## src/core/adc_mux_pkg.sv

```systemverilog
// Constants, types and register map for the converter selection block
package adc_mux_pkg;

  // ----------------------------------------------------------------
  // Register map (index; byte address is four times the index)
  // ----------------------------------------------------------------
  localparam logic [5:0] IDX_CTRL_B  = 6'h03;
  localparam logic [5:0] IDX_RES_LO  = 6'h04;
  localparam logic [5:0] IDX_RES_HI  = 6'h05;
  localparam logic [5:0] IDX_CHREF   = 6'h07;
  localparam logic [5:0] IDX_STATUS  = 6'h08;

  localparam logic [7:0] CHREF_RST   = 8'h00;
  localparam logic [7:0] CTRL_B_RST  = 8'h00;

  // ----------------------------------------------------------------
  // Field positions
  // ----------------------------------------------------------------
  localparam int unsigned BIPOLAR_BIT  = 7;
  localparam int unsigned REF_HI       = 7;
  localparam int unsigned REF_LO       = 6;
  localparam int unsigned CHAN_HI      = 5;
  localparam int unsigned ST_BUSY      = 0;
  localparam int unsigned ST_PENDING   = 1;
  localparam int unsigned ST_DIFF      = 2;
  localparam int unsigned ST_APPLIED_LO = 8;

  // ----------------------------------------------------------------
  // Channel codes
  // ----------------------------------------------------------------
  localparam logic [5:0] CH_GND      = 6'h20;
  localparam logic [5:0] CH_IREF     = 6'h21;
  localparam logic [5:0] CH_TEMP     = 6'h22;
  localparam logic [5:0] CH_CAL0     = 6'h23;
  localparam logic [5:0] CH_CAL3_LO  = 6'h24;
  localparam logic [5:0] CH_CAL3_HI  = 6'h25;
  localparam logic [5:0] CH_CAL7_LO  = 6'h26;
  localparam logic [5:0] CH_CAL7_HI  = 6'h27;

  typedef enum logic [1:0] {
    REF_SUPPLY   = 2'h0,
    REF_EXTERNAL = 2'h1,
    REF_INTERNAL = 2'h2,
    REF_RESERVED = 2'h3
  } ref_t;

  // ----------------------------------------------------------------
  // Result coding
  // ----------------------------------------------------------------
  localparam int unsigned RES_W    = 10;
  localparam int unsigned SAMPLE_W = 12;
  localparam logic signed [11:0] UNI_TOP = 12'sh3FF;
  localparam logic signed [11:0] BIP_TOP = 12'sh1FF;
  localparam logic signed [11:0] BIP_BOT = 12'shE00;
  localparam logic [9:0] UNI_MAX   = 10'h3FF;
  localparam logic [9:0] UNI_MIN   = 10'h000;
  localparam logic [9:0] BIP_MAX   = 10'h1FF;
  localparam logic [9:0] BIP_MIN   = 10'h200;

  // ----------------------------------------------------------------
  // Carriers
  // ----------------------------------------------------------------
  typedef struct packed {
    logic                       busy;
    logic                       done;
    logic signed [SAMPLE_W-1:0] sample;
  } conv_in_t;

  typedef struct packed {
    ref_t       ref_sel;
    logic       ref_pin_drive;
    logic       int_ref_on;
    logic       ext_ref_used;
    logic       diff;
    logic       gain20;
    logic [2:0] pos;
    logic [2:0] neg;
    logic       gnd_sel;
    logic       iref_sel;
    logic       temp_en;
  } analog_sel_t;

endpackage

```

## src/core/adc_sel_decode.sv

```systemverilog
// Decoder from the selection register to analog switch controls
`timescale 1ns/100ps
module adc_sel_decode (
  input  wire logic [7:0]               i_chref,
  output adc_mux_pkg::analog_sel_t      o_sel
);
  import adc_mux_pkg::*;

  logic [5:0] chan;
  logic [2:0] p;
  logic [2:0] n;

  assign chan = i_chref[CHAN_HI:0];

  // ----------------------------------------------------------------
  // Pair table indexed by channel bits 4:1
  // ----------------------------------------------------------------
  always_comb begin
    p = 3'h0;
    n = 3'h0;
    case (chan[4:1])
      4'h4: begin p = 3'h0; n = 3'h1; end
      4'h5: begin p = 3'h0; n = 3'h3; end
      4'h6: begin p = 3'h1; n = 3'h2; end
      4'h7: begin p = 3'h1; n = 3'h3; end
      4'h8: begin p = 3'h2; n = 3'h3; end
      4'h9: begin p = 3'h3; n = 3'h4; end
      4'hA: begin p = 3'h3; n = 3'h5; end
      4'hB: begin p = 3'h3; n = 3'h6; end
      4'hC: begin p = 3'h3; n = 3'h7; end
      4'hD: begin p = 3'h4; n = 3'h5; end
      4'hE: begin p = 3'h5; n = 3'h6; end
      4'hF: begin p = 3'h6; n = 3'h7; end
      default: begin p = 3'h0; n = 3'h0; end
    endcase
  end

  always_comb begin
    o_sel               = '0;
    o_sel.ref_sel       = ref_t'(i_chref[REF_HI:REF_LO]);
    o_sel.ext_ref_used  = (o_sel.ref_sel == REF_EXTERNAL);
    o_sel.int_ref_on    = o_sel.ref_sel[1];
    o_sel.ref_pin_drive = (o_sel.ref_sel == REF_RESERVED);
    if (chan[5:3] == 3'h0) begin
      o_sel.pos = chan[2:0];
    end else if (chan == CH_GND) begin
      o_sel.gnd_sel = 1'b1;
    end else if (chan == CH_IREF) begin
      o_sel.iref_sel = 1'b1;
    end else if (chan == CH_TEMP) begin
      o_sel.temp_en = 1'b1;
    end else if (chan[5:3] == 3'h4) begin
      o_sel.diff   = 1'b1;
      o_sel.gain20 = chan[0];
      if (chan == CH_CAL3_LO || chan == CH_CAL3_HI) begin
        o_sel.pos = 3'h3;
        o_sel.neg = 3'h3;
      end else if (chan == CH_CAL7_LO || chan == CH_CAL7_HI) begin
        o_sel.pos = 3'h7;
        o_sel.neg = 3'h7;
      end
    end else begin
      o_sel.diff   = 1'b1;
      o_sel.gain20 = chan[0];
      o_sel.pos    = chan[CHAN_HI] ? n : p;
      o_sel.neg    = chan[CHAN_HI] ? p : n;
    end
  end

endmodule

```

## src/core/adc_result_coder.sv

```systemverilog
// Coding of the converter sample into the 10-bit result
`timescale 1ns/100ps
module adc_result_coder (
  input  wire logic signed [11:0] i_sample,
  input  wire logic               i_bipolar,
  output logic [9:0]              o_code
);
  import adc_mux_pkg::*;

  logic signed [11:0] half;

  assign half = i_sample >>> 1;

  always_comb begin
    if (i_bipolar) begin
      if (half > BIP_TOP) begin
        o_code = BIP_MAX;
      end else if (half < BIP_BOT) begin
        o_code = BIP_MIN;
      end else begin
        o_code = half[9:0];
      end
    end else begin
      if (i_sample < 12'sh000) begin
        o_code = UNI_MIN;
      end else if (i_sample > UNI_TOP) begin
        o_code = UNI_MAX;
      end else begin
        o_code = i_sample[9:0];
      end
    end
  end

endmodule

```

## src/core/adc_mux_ref_result_format.sv

```systemverilog
// Channel, gain and reference selection with result coding
//
// The APB interface to the registers is this design's own decision.
`timescale 1ns/100ps
module adc_mux_ref_result_format (
  input  wire logic                 i_clk,
  input  wire logic                 i_rst,
  input  wire logic                 i_psel,
  input  wire logic                 i_penable,
  input  wire logic                 i_pwrite,
  input  wire logic [7:0]           i_paddr,
  input  wire logic [31:0]          i_pwdata,
  input  wire logic [3:0]           i_pstrb,
  output logic                      o_pready,
  output logic                      o_pslverr,
  output logic [31:0]               o_prdata,
  input  wire adc_mux_pkg::conv_in_t i_conv,
  output adc_mux_pkg::analog_sel_t  o_sel,
  output logic                      o_result_sign,
  output logic                      o_bipolar
);
  import adc_mux_pkg::*;

  // ----------------------------------------------------------------
  // Storage
  // ----------------------------------------------------------------
  logic [7:0]  chref_shadow;
  logic [7:0]  chref_active;
  logic [7:0]  ctrl_b;
  logic [9:0]  result;
  logic        pending;

  logic [7:0]  next_active;
  logic        next_pending;
  logic [7:0]  next_shadow;
  logic [7:0]  next_ctrl_b;
  logic        next_bipolar;
  logic [9:0]  next_result;
  logic        next_sign;
  logic        code_bipolar;
  logic [7:0]  wr_byte;
  analog_sel_t next_sel;
  logic [9:0]  coded;
  logic        apply_now;

  // ----------------------------------------------------------------
  // Bus decode
  // ----------------------------------------------------------------
  logic        access;
  logic        rd_phase;
  logic        wr_lane0;
  logic        hit_ctrl_b;
  logic        hit_res_lo;
  logic        hit_res_hi;
  logic        hit_chref;
  logic        hit_status;
  logic        mapped;
  logic        wr_chref;
  logic        wr_ctrl_b;
  logic [31:0] rd_data;
  logic [31:0] status_word;
  logic        next_ready;
  logic [31:0] next_prdata;
  logic        next_pslverr;
  logic [31:0] ctrl_b_word;
  logic [31:0] res_lo_word;
  logic [31:0] res_hi_word;
  logic [31:0] chref_word;

  assign access   = i_psel & i_penable & o_pready;
  assign rd_phase = i_psel & i_penable & ~o_pready;
  assign wr_lane0 = access & i_pwrite & i_pstrb[0];

  // ----------------------------------------------------------------
  // Byte carried by a register write
  // ----------------------------------------------------------------
  assign wr_byte  = i_pwdata[7:0];

  always_comb begin
    hit_ctrl_b = 1'b0;
    hit_res_lo = 1'b0;
    hit_res_hi = 1'b0;
    hit_chref  = 1'b0;
    hit_status = 1'b0;
    if (i_paddr == {IDX_CTRL_B, 2'b00}) begin
      hit_ctrl_b = 1'b1;
    end else if (i_paddr == {IDX_RES_LO, 2'b00}) begin
      hit_res_lo = 1'b1;
    end else if (i_paddr == {IDX_RES_HI, 2'b00}) begin
      hit_res_hi = 1'b1;
    end else if (i_paddr == {IDX_CHREF, 2'b00}) begin
      hit_chref = 1'b1;
    end else if (i_paddr == {IDX_STATUS, 2'b00}) begin
      hit_status = 1'b1;
    end
  end

  assign mapped    = hit_ctrl_b | hit_res_lo | hit_res_hi | hit_chref | hit_status;
  assign wr_chref  = wr_lane0 & hit_chref;
  assign wr_ctrl_b = wr_lane0 & hit_ctrl_b;

  // ----------------------------------------------------------------
  // Read words of the byte-wide registers
  // ----------------------------------------------------------------
  assign ctrl_b_word = {24'h00_0000, ctrl_b};
  assign res_lo_word = {24'h00_0000, result[7:0]};
  assign res_hi_word = {30'h0000_0000, result[9:8]};
  assign chref_word  = {24'h00_0000, chref_shadow};

  always_comb begin
    status_word                  = 32'h0000_0000;
    status_word[ST_BUSY]         = i_conv.busy;
    status_word[ST_PENDING]      = pending;
    status_word[ST_DIFF]         = o_sel.diff;
    status_word[ST_APPLIED_LO+:8] = chref_active;
  end

  always_comb begin
    rd_data = 32'h0000_0000;
    if (hit_ctrl_b) begin
      rd_data = ctrl_b_word;
    end else if (hit_res_lo) begin
      rd_data = res_lo_word;
    end else if (hit_res_hi) begin
      rd_data = res_hi_word;
    end else if (hit_chref) begin
      rd_data = chref_word;
    end else if (hit_status) begin
      rd_data = status_word;
    end
  end

  // ----------------------------------------------------------------
  // Bus answer: one wait state, data and error from flops
  // ----------------------------------------------------------------
  always_comb begin
    next_ready   = rd_phase;
    next_prdata  = 32'h0000_0000;
    next_pslverr = 1'b0;
    if (rd_phase) begin
      next_pslverr = ~mapped;
      if (!i_pwrite) begin
        next_prdata = rd_data;
      end
    end
  end

  // ----------------------------------------------------------------
  // Registered answer
  // ----------------------------------------------------------------
  always_ff @(posedge i_clk or posedge i_rst) begin
    if (i_rst) begin
      o_pready <= 1'b0;
    end else begin
      o_pready <= next_ready;
    end
  end

  always_ff @(posedge i_clk or posedge i_rst) begin
    if (i_rst) begin
      o_prdata  <= 32'h0000_0000;
      o_pslverr <= 1'b0;
    end else begin
      o_prdata  <= next_prdata;
      o_pslverr <= next_pslverr;
    end
  end

  // ----------------------------------------------------------------
  // Converter control b: mode bit and plain stored bits
  // ----------------------------------------------------------------
  always_comb begin
    next_ctrl_b = ctrl_b;
    if (wr_ctrl_b) begin
      next_ctrl_b = wr_byte;
    end
  end

  assign next_bipolar = next_ctrl_b[BIPOLAR_BIT];

  // ----------------------------------------------------------------
  // Converter control b storage and mode output
  // ----------------------------------------------------------------
  always_ff @(posedge i_clk or posedge i_rst) begin
    if (i_rst) begin
      ctrl_b <= CTRL_B_RST;
    end else begin
      ctrl_b <= next_ctrl_b;
    end
  end

  always_ff @(posedge i_clk or posedge i_rst) begin
    if (i_rst) begin
      o_bipolar <= 1'b0;
    end else begin
      o_bipolar <= next_bipolar;
    end
  end

  // ----------------------------------------------------------------
  // Deferral condition: hold selection while converting
  // ----------------------------------------------------------------
  always_comb begin
    apply_now = 1'b1;
    if (i_conv.busy && !i_conv.done) begin
      apply_now = 1'b0;
    end
  end

  // ----------------------------------------------------------------
  // Selection register: written value and deferred update
  // ----------------------------------------------------------------
  always_comb begin
    next_shadow = chref_shadow;
    if (wr_chref) begin
      next_shadow = wr_byte;
    end
  end

  always_ff @(posedge i_clk or posedge i_rst) begin
    if (i_rst) begin
      chref_shadow <= CHREF_RST;
    end else begin
      chref_shadow <= next_shadow;
    end
  end

  always_comb begin
    if (wr_chref && apply_now) begin
      next_active = wr_byte;
    end else if (pending && apply_now) begin
      next_active = chref_shadow;
    end else begin
      next_active = chref_active;
    end
  end

  always_comb begin
    if (wr_chref && !apply_now) begin
      next_pending = 1'b1;
    end else if (apply_now) begin
      next_pending = 1'b0;
    end else begin
      next_pending = pending;
    end
  end

  always_ff @(posedge i_clk or posedge i_rst) begin
    if (i_rst) begin
      chref_active <= CHREF_RST;
      pending      <= 1'b0;
    end else begin
      chref_active <= next_active;
      pending      <= next_pending;
    end
  end

  adc_sel_decode u_decode (
    .i_chref (next_active),
    .o_sel   (next_sel)
  );

  always_ff @(posedge i_clk or posedge i_rst) begin
    if (i_rst) begin
      o_sel <= '0;
    end else begin
      o_sel <= next_sel;
    end
  end

  // ----------------------------------------------------------------
  // Result capture with the selection of the finished conversion
  // ----------------------------------------------------------------
  assign code_bipolar = ctrl_b[BIPOLAR_BIT] & o_sel.diff;

  adc_result_coder u_coder (
    .i_sample  (i_conv.sample),
    .i_bipolar (code_bipolar),
    .o_code    (coded)
  );

  // ----------------------------------------------------------------
  // Result next value, taken only on completion
  // ----------------------------------------------------------------
  always_comb begin
    next_result = result;
    next_sign   = o_result_sign;
    if (i_conv.done) begin
      next_result = coded;
      next_sign   = coded[RES_W-1];
    end
  end

  always_ff @(posedge i_clk or posedge i_rst) begin
    if (i_rst) begin
      result        <= 10'h000;
      o_result_sign <= 1'b0;
    end else begin
      result        <= next_result;
      o_result_sign <= next_sign;
    end
  end

endmodule

```

## config.mk

```make
export PLATFORM = sky130hd
export DESIGN_NAME = adc_mux_ref_result_format
export DESIGN_NICKNAME = d
export VERILOG_FILES = /design/src/core/adc_mux_pkg.sv /design/src/core/adc_sel_decode.sv /design/src/core/adc_result_coder.sv /design/src/core/adc_mux_ref_result_format.sv
export SDC_FILE = /design/constraint.sdc
export NUM_CORES = 1
export LEC_CHECK = 0
export ABC_AREA = 1
export ABC_CLOCK_PERIOD_IN_PS = 2850
export BUFFER_PORTS_ARGS = -buffer_cell sky130_fd_sc_hd__buf_2
export CORE_ASPECT_RATIO = 0.9
export CORE_MARGIN = 8
export CORE_UTILIZATION = 50
export CTS_BUF_LIST = sky130_fd_sc_hd__clkbuf_16
export DETAILED_ROUTE_END_ITERATION = 12
export GPL_TIMING_DRIVEN = 1
export PLACE_DENSITY = 0.79
export SYNTH_ARGS = -nofsm -noshare
export SYNTH_HDL_FRONTEND = slang
export SYNTH_SLANG_ARGS = --single-unit
```

## constraint.sdc

```tcl
create_clock -name i_clk -period 2.85 [get_ports i_clk]
set_input_delay 0.57 -clock i_clk [delete_from_list [all_inputs] [get_ports i_clk]]
set_output_delay 0.57 -clock i_clk [all_outputs]
set_load 0.05 [all_outputs]
```

=== Word level (Yosys, flattened, before mapping) ===
Memory sizes are Yosys's and may differ from the RTL's.
Index checks and enable logic that the tools add are counted.

* Bits in registers: 86
* Bits of input ports: 63
* Logic and storage cells: 113
* Output and inout bits: 52
* Memories: 1
* Bits in read-only memories: 96

{| class="wikitable"
|+ Memory list
! memory !! words !! bits a word !! read ports !! clocked after Yosys merged registers in !! write ports !! line !! source
|-
| (no name shown) || 16 || 6 || 1 || 0 || 0 || adc_sel_decode.sv:21 || <nowiki>case (chan[4:1])</nowiki>
|}

* Bitwise gates (word level): 14
* Reductions and logical operators: 8
* Magnitude comparators: 4
* Mux-type cells: 49
* Equal/unequal tests: 16

{| class="wikitable"
|+ Operators by type and width
! cell !! number
|-
| 16-bit two-way mux || 5
|-
| 32-bit two-way mux || 2
|-
| 10-bit two-way mux || 5
|-
| 6-bit == test, second input constant || 7
|-
| 8-bit two-way mux || 5
|-
| 8-bit by 5-bit == test with 1-bit output, second input constant || 3
|-
| 6-bit two-way mux || 4
|-
| 1-bit two-way mux || 23
|-
| 12-bit by 11-bit greater-than comparator with 1-bit output, second input constant || 1
|-
| 12-bit by 1-bit less-than comparator with 1-bit output, second input constant || 1
|-
| 11-bit by 10-bit greater-than comparator with 1-bit output, second input constant || 1
|-
| 11-bit by 10-bit less-than comparator with 1-bit output, second input constant || 1
|-
| 3-bit two-way mux || 3
|-
| 1-bit bitwise AND || 8
|-
| 8-bit by 4-bit == test with 1-bit output, second input constant || 1
|-
| 8-bit by 6-bit == test with 1-bit output, second input constant || 1
|-
| 1-bit logical AND || 4
|-
| 2-bit two-way mux || 2
|-
| 1-bit bitwise OR || 4
|-
| 3-bit == test, second input constant || 1
|-
| 3-bit zero test || 1
|-
| 2-bit by 1-bit == test with 1-bit output, second input constant || 1
|-
| 2-bit == test, second input constant || 1
|-
| 1-bit logical OR || 2
|-
| 3 further kinds || 4
|}

=== Longest topological paths before layout ===
* Depth in word-level cells: 17
* Gate-level depth with buffers: 18
* Depth with buffers taken out: 17

=== Hierarchy ===
From an unflattened synthesis, not the netlist that was laid out.

* Cells, all modules: 473
* Area total of the unflattened synthesis: 3,716.1 µm²

{| class="wikitable"
|+ By module, submodules not included
! module !! seq. area each (µm²) !! area each (µm²) !! times used !! cells an instance
|-
| adc_mux_ref_result_format || 1,726.7 || 3,039.2 || 1 || 337
|-
| adc_sel_decode || 0.0 || 462.9 || 1 || 82
|-
| adc_result_coder || 0.0 || 214.0 || 1 || 54
|}

=== Worst setup path before layout ===
No wires, ideal clock.

* Kind: register to register
* From: register o_pready
* To: register o_sel[7] in the netlist's numbering
* Period minus slack after synthesis: 2.293 ns
* Setup time: 0.116 ns
* Buffers on the path: 1
* Stages on the path, launching flop included: 15
* Data arrival time: 2.177 ns
* Required time: 2.734 ns
* Path slack: 0.557 ns
* Cell sequence: dfrtp_1 > nand3_1 > nor2_4 > nand3_4 > buf_6 > nand2_1 > nand2_1 > inv_1 > ha_1 > o21ai_0 > o21ai_0 > inv_1 > nand2_1 > nand2_1 > nand2_1

{| class="wikitable"
|+ RTL lines
! what !! line !! source
|-
| start: declaration || adc_mux_ref_result_format.sv:14 || <nowiki>output logic o_pready,</nowiki>
|-
| start signal: assignment || adc_mux_ref_result_format.sv:155 || <nowiki>o_pready <= next_ready;</nowiki>
|-
| end signal: assignment || adc_mux_ref_result_format.sv:267 || <nowiki>o_sel <= next_sel;</nowiki>
|-
| end: declaration || adc_mux_ref_result_format.sv:18 || <nowiki>output adc_mux_pkg::analog_sel_t o_sel,</nowiki>
|}

==> results_dict.tcl <==
set metrics [dict create \
    cts-buffers-inserted 9 \
    worst_skew_pair_latency_ns 0.33 \
    row_count 28 \
    avgSynthCellArea_sq_um 8.13 \
    worst_slew_margin_rel_pct 61.0 \
    reg_to_reg_startpoint "o_pready$_DFF_PP0_" \
    timing.setup.tns_ns 0 \
    whs_ns 0.308 \
    yosys.cell_types.count 35 \
    postCtsHoldBufs 0 \
    arrival_ns 2.57 \
    final_instance_count_without_filler_cells 587 \
    r2r_cells 15 \
    final_layout_size_suffix_gt1_share_pct 23.1 \
    clock_skew_ns 0.00462 \
    number_of_search_and_repair_iterations_in_the_first_detailed_routing_pass 6 \
    switching_share_pct 26.3 \
    ant_nets 0 \
    dp_hpwl_mm 6.27 \
    die_width_um 103 \
    r2r_end "o_sel[7]$_DFF_PP0_" \
    antenna_cells_inserted 0 \
    number_of_global_route_vias_before_repair 2992 \
    critical_path_peak_fanout 12 \
    boundaryPins 115 \
    slew_viol_final 0 \
    cell_chain_critical_path "buf_2 > inv_2 > nand2_4 > nand2_1 > nand2_1 > o21ai_0 > nand2_1 > nand2_1 > inv_1 > ha_1 > inv_1 > nand2_1 > nand3_1 > nand3_1 > nand2_1 > nand2_1 > nand2_1 > nand2_1" \
    area_growth_pct 20.3 \
    numPlacedInstances 571 \
    critPathMaxStageDelay_ns 0.31 \
    internal_power_w 0.00181 \
    irDropWorstVdd_uv 260 \
    grt_pass1_wl_mm 14.1 \
    cp_top_family "simple AND/OR/NAND/NOR gates" \
    finalSetupViolations 0 \
    min_path_type "in -> async" \
    yosys_warnings 0 \
    power.sequential.fraction_pct 40.2 \
    power_density_nw_per_um2 600 \
    fin_crit_ns 2.35 \
    height_of_the_die_um 94.2 \
    design.die.area_sq_um 9700 \
    timing.critical_path.required_ns 3.07 \
    synth.area.top_cells "dfrtp_1 49%, nand2_1 11%, o21ai_0 5.3%, inv_1 5.2%, buf_4 4.4%" \
    vias 3092 \
    cp.buffers_inverters 4 \
    grtUsageTotal_pct 18.7 \
    nets 556 \
    timing_worst_slew_pin_value_ns 0.583 \
    synth_area_sq_um 3400 \
    rsz0062_at_grt "false" \
    hold_violations 0 \
    grt_overflow_total 0 \
    place_area_sq_um 3780 \
    coreArea_sq_um 6590 \
    via_per_inst 5.27 \
    drt_iter0_markers 261 \
    clock_group_share_of_total_power_pct 46.3 \
    combinationalPowerShare_pct 13.5 \
    max-clock-path-buffers 2 \
    htree_num_levels 3 \
    power_switching_w 0.000646 \
    postCtsSetupRepairBufs 0 \
    p_leak_nw 2.21 \
    syn-instance-count 418 \
    max_freq_mhz 426 \
    detail_route.wl_per_cell_um 14.8 \
    synth_top_cell_area_share_pct 48.6 \
    cts.clk_slew.worst_paths_ns 0.05 \
    ys_seq_elements 66 \
    wl_mm 8.69 \
    final.period_utilization_pct 82.4 \
    numPortBuffers 71 \
    cts_sinks 66 \
    worst-r2r-setup-slack_ns 0.63 \
    synth.yosys.seq_area_share_pct 48.6 \
    layout.cell_area.non_filler_sq_um 4090 \
    drc 0 \
    synth.largest_area_cell "dfrtp_1" \
    drv_cap 0 \
    cts.root.buffer_cell "clkbuf_16" \
    cpMaxStageDelayCell "ha_1" \
    crit_path_end_kind "flip-flop" \
    initial_utilization_pct 51.6 \
    grt_max_degree 67 \
    outcome "finished, final reports clean" \
    crit_type "in -> reg" \
    cts_resized 0 \
    cpMostUsedCell "nand2_1" \
    gp_routability_congestion 0.833 \
    number_of_antenna_violations_at_the_first_check_in_global_routing 0 \
    setup.worst_path.start_class "input pin" \
    clock_tree_from_tritoncts "done" \
]
-- per-layer routing --
metal / GRT usage (%) / wire [um] / vias to the layer above
met3: 4.52 / 788 / 11
li1: - / - / 1481
met2: 30.7 / 4090 / 158
met4: 6.98 / 125 / 0
met1: 23.3 / 3690 / 1442
met5: 0 / 0 / -
-- tightest hold or removal path, cell delays in order --
cell and delay (ns):
buf_2 0.10, inv_2 0.06, buf_12 0.30
-- state kept, by name, indices dropped and copies added (netlist names) --
signal	count
o_prdata	16
pending	1
result	9
ctrl_b	8
o_pready	1
o_result_sign	1
chref_shadow	8
chref_active	7
o_sel	14
o_pslverr	1
-- worst max path at each step --
stage | start | end | slack [ns] | cells after the start
after floorplan | o_pready$_DFF_PP0_ | o_sel[7]$_DFF_PP0_ | 0.56 | 14
after global placement | i_conv[12] | o_sel[7]$_DFF_PP0_ | 0.27 | 16
after detailed placement | i_conv[12] | o_sel[7]$_DFF_PP0_ | 0.22 | 16
after CTS | i_conv[12] | o_sel[7]$_DFF_PP0_ | 0.54 | 16
after global routing | i_conv[12] | o_sel[7]$_DFF_PP0_ | 0.31 | 16
final | i_conv[12] | o_sel[7]$_DFF_PP0_ | 0.50 | 18
-- placed cells by master (no fill, tap or decap), types with 7 or more instances in the layout --
cell / count
nor2_1: 32
nand2_2: 7
nand4_1: 10
inv_1: 47
buf_2: 71
conb_1: 16
dfrtp_1: 66
nor3_1: 9
a21oi_1: 23
nand3_1: 19
clkbuf_16: 9
o21ai_0: 36
nand2_1: 102
-- metrics by stage --
step | util, % | power, W | setup slack, ns
3_3_place_gp | 57.4 | 0.00132 | 0.273
2_1_floorplan | - | 0.00126 | 0.557
6_report | 62.1 | 0.00245 | 0.501
3_5_place_dp | 57.4 | 0.00133 | 0.217
4_1_cts | 62.1 | 0.00246 | 0.538
5_1_grt | 62.1 | 0.00254 | 0.313
-- cell families (layout without fill, tap and decap cells) --
logic type      after synthesis  in the layout  share of synthesized area (%)
simple gates                193            193                           26.2
compound gates               78             78                           13.0
buf+inv                      78            142                           11.4
flops                        66             66                           48.6
fa+ha+maj                     1              1                          0.368
other cells                   1             16                          0.110
mux                           1              1                          0.331
-- area by class of cell --
cell class | count | area (sq um)
Clock buffer | 9 | 225
Clock inverter | 7 | 85.1
Fill cell | 564 | 2500
Inverter | 49 | 186
Multi-Input combinational cell | 289 | 1420
Sequential cell | 66 | 1650
Tap cell | 90 | 113
Timing Repair Buffer | 77 | 413
-- cells in the mapped netlist --
library cell	count
buf_4	20
nor4_1	1
nand3_1	19
conb_1	1
nand4_1	10
ha_1	1
nor2_2	4
nand2_1	102
nor3_1	9
nand2_2	7
nor2_1	32
nand3_4	1
a221oi_1	1
o21ai_1	4
a21oi_1	23
clkbuf_1	5
mux2_2	1
a31oi_1	3
or2_1	1
buf_6	2
nor2_4	4
inv_2	1
nand2_4	1
o21ai_0	36
o221ai_1	5
dfrtp_1	66
nor3_2	1
inv_1	47
inv_4	1
nor2_8	1
buf_2	2
o21ai_2	1
a21boi_1	1
o211ai_1	3
o21ai_4	1
-- power by group through the flow --
stage | clock network (W) | logic [W] | registers, W
6_report | 0.00114 | 0.000331 | 0.000987
5_1_grt | 0.00119 | 0.000361 | 0.000989
3_3_place_gp | 0 | 0.000320 | 0.00100
4_1_cts | 0.00114 | 0.000331 | 0.000987
3_5_place_dp | 0 | 0.000328 | 0.00100
2_1_floorplan | 0 | 0.000195 | 0.00106
(Power assumes the default switching activity.)
